`src/rtl/cju_pkg.sv`:
```
// Package of constants and types for the compare and jump unit
package cju_pkg;
    // ------------------------------------------------------------
    // Word and character layout
    // ------------------------------------------------------------
    localparam int WORD_W = 48;
    localparam int ADDR_W = 15;
    localparam int CHAR_W = 6;
    localparam int CHARS = 8;
    localparam int SIGN_BIT = 47;
    localparam logic [WORD_W-1:0] WORD_ZERO = 48'h0000_0000_0000;
    localparam logic [ADDR_W-1:0] ADDR_ZERO = 15'h0000;
    localparam logic [ADDR_W-1:0] ADDR_STEP = 15'h0001;

    // ------------------------------------------------------------
    // Operation codes on the command port
    // ------------------------------------------------------------
    typedef enum logic [2:0]
    {
        CJU_OP_NONE = 3'h0,
        CJU_OP_EQ_OPERAND = 3'h1,
        CJU_OP_EQ_MQ = 3'h2,
        CJU_OP_GE_ALPHA = 3'h3,
        CJU_OP_GE_MQ_NUM = 3'h4,
        CJU_OP_ZERO = 3'h5,
        CJU_OP_UNCOND = 3'h6,
        CJU_OP_SUB_MQ_STORE = 3'h7
    } cju_op_type;
endpackage : cju_pkg

```
`src/rtl/cju_cmp_if.sv`:
```
// Interface carrying the comparator operands and outcomes
`timescale 1ns/1ns
interface cju_cmp_if;
    import cju_pkg::*;
    logic [WORD_W-1:0] acc;
    logic [WORD_W-1:0] opnd;
    logic equal;
    logic ge_alpha;
    logic ge_signed;
    logic acc_zero;
    modport ctrl (output acc, output opnd, input equal, input ge_alpha,
        input ge_signed, input acc_zero);
    modport cmp (input acc, input opnd, output equal, output ge_alpha,
        output ge_signed, output acc_zero);
endinterface : cju_cmp_if

```
`src/rtl/cju_comparator.sv`:
```
// Single comparator between accumulator and operand register
`timescale 1ns/1ns
module cju_comparator
    import cju_pkg::*;
(
    cju_cmp_if.cmp bus
);
    // ------------------------------------------------------------
    // Character weights
    // ------------------------------------------------------------
    // Unsigned code value, zone bits on top
    function automatic logic [CHAR_W-1:0] char_weight(
        input logic [WORD_W-1:0] w, input int idx);
        char_weight = w[idx*CHAR_W +: CHAR_W];
    endfunction : char_weight

    // ------------------------------------------------------------
    // Comparisons
    // ------------------------------------------------------------
    // Leftmost differing character decides the alpha test
    always_comb
    begin
        logic decided;
        logic ge;
        decided = 1'b0;
        ge = 1'b1;
        for (int i = CHARS - 1; i >= 0; i--)
        begin
            if (!decided && char_weight(bus.acc, i) !=
                char_weight(bus.opnd, i))
            begin
                decided = 1'b1;
                ge = char_weight(bus.acc, i) > char_weight(bus.opnd, i);
            end
        end
        bus.ge_alpha = ge;
    end

    // Full width equality, sign included
    assign bus.equal = (bus.acc == bus.opnd);
    assign bus.ge_signed = ($signed(bus.acc) >= $signed(bus.opnd));
    assign bus.acc_zero = (bus.acc == WORD_ZERO);
endmodule : cju_comparator

```
`src/rtl/cju_compare_jump_unit.sv`:
```
// Compare and conditional jump unit, top level
`timescale 1ns/1ns
module cju_compare_jump_unit
    import cju_pkg::*;
#(
    parameter int WORD_WIDTH = WORD_W
)
(
    input wire logic ref_clk,
    input wire logic sys_rst,
    input wire logic cmd_valid,
    input wire cju_op_type cmd_op,
    input wire logic [ADDR_W-1:0] cmd_addr,
    input wire logic [ADDR_W-1:0] cur_pc,
    input wire logic load_acc,
    input wire logic load_opnd,
    input wire logic load_mq,
    input wire logic [WORD_W-1:0] load_data,
    output logic [WORD_W-1:0] acc,
    output logic [WORD_W-1:0] opnd,
    output logic [WORD_W-1:0] mq,
    output logic [ADDR_W-1:0] next_pc_out,
    output logic pc_valid,
    output logic jump_taken,
    output logic [ADDR_W-1:0] return_address_reg,
    output logic mem_we,
    output logic [ADDR_W-1:0] mem_addr,
    output logic [WORD_W-1:0] mem_wdata,
    output logic busy
);
    // ------------------------------------------------------------
    // Sequencer state
    // ------------------------------------------------------------
    typedef enum logic [1:0]
    {
        CJU_IDLE,
        CJU_COMPARE
    } cju_state_type;

    cju_state_type state;
    cju_op_type pend_op;
    logic [ADDR_W-1:0] pend_addr;
    logic [ADDR_W-1:0] pend_seq;
    logic [ADDR_W-1:0] seq_addr;
    logic cond;
    logic [WORD_W-1:0] diff;

    cju_cmp_if cmp_bus();

    // ------------------------------------------------------------
    // Comparator
    // ------------------------------------------------------------
    // The only comparator sees accumulator and operand register
    assign cmp_bus.acc = acc;
    assign cmp_bus.opnd = opnd;

    cju_comparator u_cmp
    (
        .bus(cmp_bus)
    );

    // Next sequential address and difference
    assign seq_addr = ADDR_W'(cur_pc + ADDR_STEP);
    assign diff = WORD_W'(acc - mq);

    // Jump condition for the pending operation
    function automatic logic is_jump(input cju_op_type op);
        is_jump = (op != CJU_OP_NONE) && (op != CJU_OP_SUB_MQ_STORE);
    endfunction : is_jump

    always_comb
    begin
        case (pend_op)
            CJU_OP_EQ_OPERAND: cond = cmp_bus.equal;
            CJU_OP_EQ_MQ: cond = cmp_bus.equal;
            CJU_OP_GE_ALPHA: cond = cmp_bus.ge_alpha;
            CJU_OP_GE_MQ_NUM: cond = cmp_bus.ge_signed;
            CJU_OP_ZERO: cond = cmp_bus.acc_zero;
            CJU_OP_UNCOND: cond = 1'b1;
            default: cond = 1'b0;
        endcase
    end

    // ------------------------------------------------------------
    // Sequencer
    // ------------------------------------------------------------
    // Takes a command, then resolves the jump one cycle later
    always_ff @(posedge ref_clk or posedge sys_rst)
    begin
        if (sys_rst)
        begin
            state <= CJU_IDLE;
            pend_op <= CJU_OP_NONE;
            pend_addr <= ADDR_ZERO;
            pend_seq <= ADDR_ZERO;
            busy <= 1'b0;
        end
        else
        begin
            case (state)
                CJU_IDLE:
                begin
                    if (cmd_valid && is_jump(cmd_op))
                    begin
                        state <= CJU_COMPARE;
                        pend_op <= cmd_op;
                        pend_addr <= cmd_addr;
                        pend_seq <= seq_addr;
                        busy <= 1'b1;
                    end
                end
                CJU_COMPARE:
                begin
                    state <= CJU_IDLE;
                    pend_op <= CJU_OP_NONE;
                    busy <= 1'b0;
                end
                default:
                begin
                    state <= CJU_IDLE;
                    busy <= 1'b0;
                end
            endcase
        end
    end

    // ------------------------------------------------------------
    // Program flow outputs
    // ------------------------------------------------------------
    // Picks jump target or next sequential address
    always_ff @(posedge ref_clk or posedge sys_rst)
    begin
        if (sys_rst)
        begin
            next_pc_out <= ADDR_ZERO;
            pc_valid <= 1'b0;
            jump_taken <= 1'b0;
            return_address_reg <= ADDR_ZERO;
        end
        else if (state == CJU_COMPARE)
        begin
            next_pc_out <= cond ? pend_addr : pend_seq;
            pc_valid <= 1'b1;
            jump_taken <= cond;
            return_address_reg <= pend_seq;
        end
        else
        begin
            pc_valid <= 1'b0;
            jump_taken <= 1'b0;
        end
    end

    // ------------------------------------------------------------
    // Arithmetic registers
    // ------------------------------------------------------------
    // Accumulator: loads and subtract-store result
    always_ff @(posedge ref_clk or posedge sys_rst)
    begin
        if (sys_rst)
            acc <= WORD_ZERO;
        else if (state == CJU_IDLE && cmd_valid &&
            cmd_op == CJU_OP_SUB_MQ_STORE)
            acc <= diff;
        else if (load_acc && state == CJU_IDLE)
            acc <= load_data;
    end

    // Operand register: loads, mq copy and subtract-store result
    always_ff @(posedge ref_clk or posedge sys_rst)
    begin
        if (sys_rst)
            opnd <= WORD_ZERO;
        else if (state == CJU_IDLE && cmd_valid &&
            cmd_op == CJU_OP_SUB_MQ_STORE)
            opnd <= diff;
        else if (state == CJU_IDLE && cmd_valid &&
            (cmd_op == CJU_OP_EQ_MQ || cmd_op == CJU_OP_GE_MQ_NUM))
            opnd <= mq;
        else if (load_opnd && state == CJU_IDLE)
            opnd <= load_data;
    end

    // Multiplier-quotient register
    always_ff @(posedge ref_clk or posedge sys_rst)
    begin
        if (sys_rst)
            mq <= WORD_ZERO;
        else if (load_mq && state == CJU_IDLE)
            mq <= load_data;
    end

    // Memory write for subtract-store
    always_ff @(posedge ref_clk or posedge sys_rst)
    begin
        if (sys_rst)
        begin
            mem_we <= 1'b0;
            mem_addr <= ADDR_ZERO;
            mem_wdata <= WORD_ZERO;
        end
        else if (state == CJU_IDLE && cmd_valid &&
            cmd_op == CJU_OP_SUB_MQ_STORE)
        begin
            mem_we <= 1'b1;
            mem_addr <= cmd_addr;
            mem_wdata <= diff;
        end
        else
            mem_we <= 1'b0;
    end
endmodule : cju_compare_jump_unit

```
`config.mk`:
```
export PLATFORM = sky130hd
export DESIGN_NAME = cju_compare_jump_unit
export DESIGN_NICKNAME = d
export VERILOG_FILES = /design/src/rtl/cju_pkg.sv /design/src/rtl/cju_cmp_if.sv /design/src/rtl/cju_comparator.sv /design/src/rtl/cju_compare_jump_unit.sv
export SDC_FILE = /design/constraint.sdc
export NUM_CORES = 1
export LEC_CHECK = 0
export BUFFER_PORTS_ARGS = -buffer_cell sky130_fd_sc_hd__buf_2
export CORE_UTILIZATION = 55
export DETAILED_ROUTE_END_ITERATION = 10
export GPL_ROUTABILITY_DRIVEN = 1
export PLACE_DENSITY = 0.77
export SETUP_SLACK_MARGIN = 0.3
export SYNTH_ARGS = -nofsm -noshare
export SYNTH_HDL_FRONTEND = slang
export SYNTH_HIERARCHICAL = 1
export SYNTH_SLANG_ARGS = --single-unit
```
`constraint.sdc`:
```
create_clock -name ref_clk -period 12.5 [get_ports ref_clk]
set_clock_uncertainty 0.15 [all_clocks]
set_input_delay 1.25 -clock ref_clk [delete_from_list [all_inputs] [get_ports ref_clk]]
set_output_delay 1.25 -clock ref_clk [all_outputs]
set_load 0.02 [all_outputs]
```
==> impl_metrics.ini <==
[placement]
io_buffers = 327
place_area_um2 = 18300
place.gp.congestion = 0.9626
post-dp-hpwl_mm = 35.94

[floorplan]
io_pins = 328
die_area_um2 = 30610
fp.dieH_um = 175.0
fp-row-count = 62
core-area_um2 = 29090
die_x_um = 175.0
start_util = 0.5656

[cells_and_area]
nets = 2321
nFillCells = 2403
areaGrowthSynthToFinish_pct = 17.06
register_area_um2 = 6858
stdcell_area_um2 = 19260
drive_gt1_frac = 0.2117
multiInputGateArea_um2 = 8763

[routing]
wl_per_cell_um = 19.96
firstDrtPassIters = 5
drc_errors = 0
drtIter0Drc = 1177
wirelength_mm = 50.58
vias_per_cell = 6.026
ant_nets = 0
vias = 15270

[global_routing]
grt_pass1_vias = 14540
grt_overflow = 0
grtUsageTotal = 0.3250
grt_max_degree = 149
antenna_found_initial = 3
grt_first_pass_wirelength_mm = 78.83

[outcome]
status = finished clean

[logic_synthesis]
yosys_warnings = 6
netlist_instances = 1859
yosysSeqAreaShare = 0.4167
synth_flop_cell = dfrtp_1
synth_nets = 2050
synth_top_cells_by_area = dfrtp_1 42%, ha_1 7.8%, nand2_1 6.0%, mux2i_1 5.2%, a21oi_1 4.6%
synth_commonest_cells = 274 x dfrtp_1, 262 x nand2_1, 172 x nor2_1, 151 x a21oi_1, 140 x o21ai_0
yosys.cell_count.top_type = dfrtp_1
synth_seq_cells = 274
netlist.area_leader.share = 0.4167
synth_edf_count = 0
synth.cell_area_um2 = 16450
synth.avg_cell_area_um2 = 8.851
synth_top_cell_by_area = dfrtp_1
yosys.cell_types.count = 81
async_reset_ff_frac = 1.000

[clock_network]
cts-root-buf = clkbuf_16
clk_pin_slew_worst_paths_ns = 0.06
postCtsResizedCells = 0
hold_buffers = 0
clock_sinks = 274
clock_path_buffers = 3
clkLatencyLatePin_ns = 0.55
cts_tree = built
post-cts-setup-buffer-count = 0
cts_buffers = 29
h-tree-depth = 1

[worst_setup_path]
cp_max_fo = 16
worstPathArrival_ns = 4.24
critPathRequiredTime_ns = 12.75
worstSetupPathType = register to register
start_kind = register
end_kind = register

[pwr]
power_density_nw_per_um2 = 204.9
peakVddDrop_uv = 128.7
total_power_uw = 3947
p_leak_uw = 0.009694

[timing]
min_period_over_period = 0.3186
finalSetupTns_ns = 0
max_slew_margin = 0.2069
worst_pin_slew_ns = 1.190
report.final.slew_viol_count = 0
max_freq_ghz = 0.2511
rsz0062_at_grt = no
finalHoldViolCount = 0
period_minus_slack_ns = 3.982
setup_viol = 0

[min_path]
hp-class = register to register

[run]
maxCapViolCount = 0
[metal layers]
| metal | vias up | part of all wire | track usage |
|---|---|---|---|
| met2 | 667 | 0.47 | 0.5331 |
| met5 | - | 0.00049 | 0 |
| met1 | 7448 | 0.42 | 0.4429 |
| met3 | 103 | 0.076 | 0.05004 |
| met4 | 4 | 0.029 | 0.1022 |
| li1 | 7049 | - | - |
[power by group]
| group | internal [uW] | switching, uW | total (uW) |
|---|---|---|---|
| combinational | 638 | 1100 | 1730 |
| clock | 514 | 362 | 875 |
| sequential | 1120 | 219 | 1340 |
| total | 2270 | 1680 | 3950 |
[logic make-up after synthesis]
| group | after synthesis | synth area share |
|---|---|---|
| muxes | 124 | 0.07833 |
| and+or+nand+nor | 610 | 0.1633 |
| xor gates and xnor gates | 43 | 0.02289 |
| AOI/OAI and AO/OA | 481 | 0.1861 |
| adders and majority gates | 105 | 0.08015 |
| buffers and inverters | 222 | 0.05255 |
| DFF | 274 | 0.4167 |
[metrics by stage]
| stage | setup slack (ns) | std cells | hold WS (ns) | utilization |
|---|---|---|---|---|
| 2_1_floorplan | 3.548 | 1859 | 0.3300 | - |
| 3_3_place_gp | 8.264 | 2483 | 0.3068 | 0.6291 |
| 3_5_place_dp | 8.215 | 2483 | 0.3079 | 0.6291 |
| 4_1_cts | 8.519 | 2533 | 0.3285 | 0.6620 |
| 5_1_grt | 8.281 | 2534 | 0.3448 | 0.6621 |
| 6_report | 8.518 | 2534 | 0.3261 | 0.6621 |
[cell type report]
class | instances | share of cell area
clock inverters | 7 | 0.005132
repair buffers | 339 | 0.08965
clock buffers | 43 | 0.04457
multi-input cells | 1363 | 0.4550
well taps | 384 | 0.02495
inverters | 123 | 0.02449
flip-flops and latches | 274 | 0.3561
diodes | 1 | 0.0001299
[critical path: stages, from the launching register on]
cell and delay (ns):
dfrtp_1 0.47, ha_1 0.36, nand4_1 0.17, or2_1 0.35
or3_1 0.37, or4b_1 0.52, o211a_1 0.18, nand2_2 0.07
a21oi_2 0.05, a21oi_1 0.17, a21oi_1 0.09, o21ai_2 0.45
mux2i_1 0.31, a21oi_1 0.10
[worst paths after layout]
path,from,end,slack (ns),cells past startpoint
hold / removal,mem_wdata[6]$_DFFE_PP0P_,mem_wdata[6]$_DFFE_PP0P_,0.33,1
min in group asynchronous,sys_rst,mq[8]$_DFFE_PP0P_,0.80,2
hold reg to reg,mem_wdata[6]$_DFFE_PP0P_,mem_wdata[6]$_DFFE_PP0P_,0.33,1
setup reg to reg,acc[41]$_DFFE_PP0P_,next_pc_out[4]$_DFFE_PP0P_,8.52,13
setup / recovery,acc[41]$_DFFE_PP0P_,next_pc_out[4]$_DFFE_PP0P_,8.52,13
max in group asynchronous,sys_rst,busy$_DFFE_PP0P_,9.81,3
[placed cells by master (no fill, tap or decap), types with 5 or more instances in the layout]
cell type	n
nor2b_1	7
o21bai_1	13
a21oi_1	151
o21ai_0	140
o22a_1	15
xnor2_1	22
o21a_1	7
inv_1	121
clkbuf_1	6
a211oi_1	25
or3_1	5
xor2_1	21
dfrtp_1	273
buf_4	12
o211ai_1	10
nor4_1	15
nand3_1	37
clkbuf_16	29
a31oi_1	7
nand2_1	261
a21o_1	41
mux2i_1	86
mux2_2	38
buf_2	327
ha_1	103
and2_1	11
clkbuf_8	8
nor3_1	32
nand2b_1	14
nor2_1	172
nand4_1	23
and3_1	9
a211o_1	9
No activity file was read; power rests on OpenSTA's default activity.
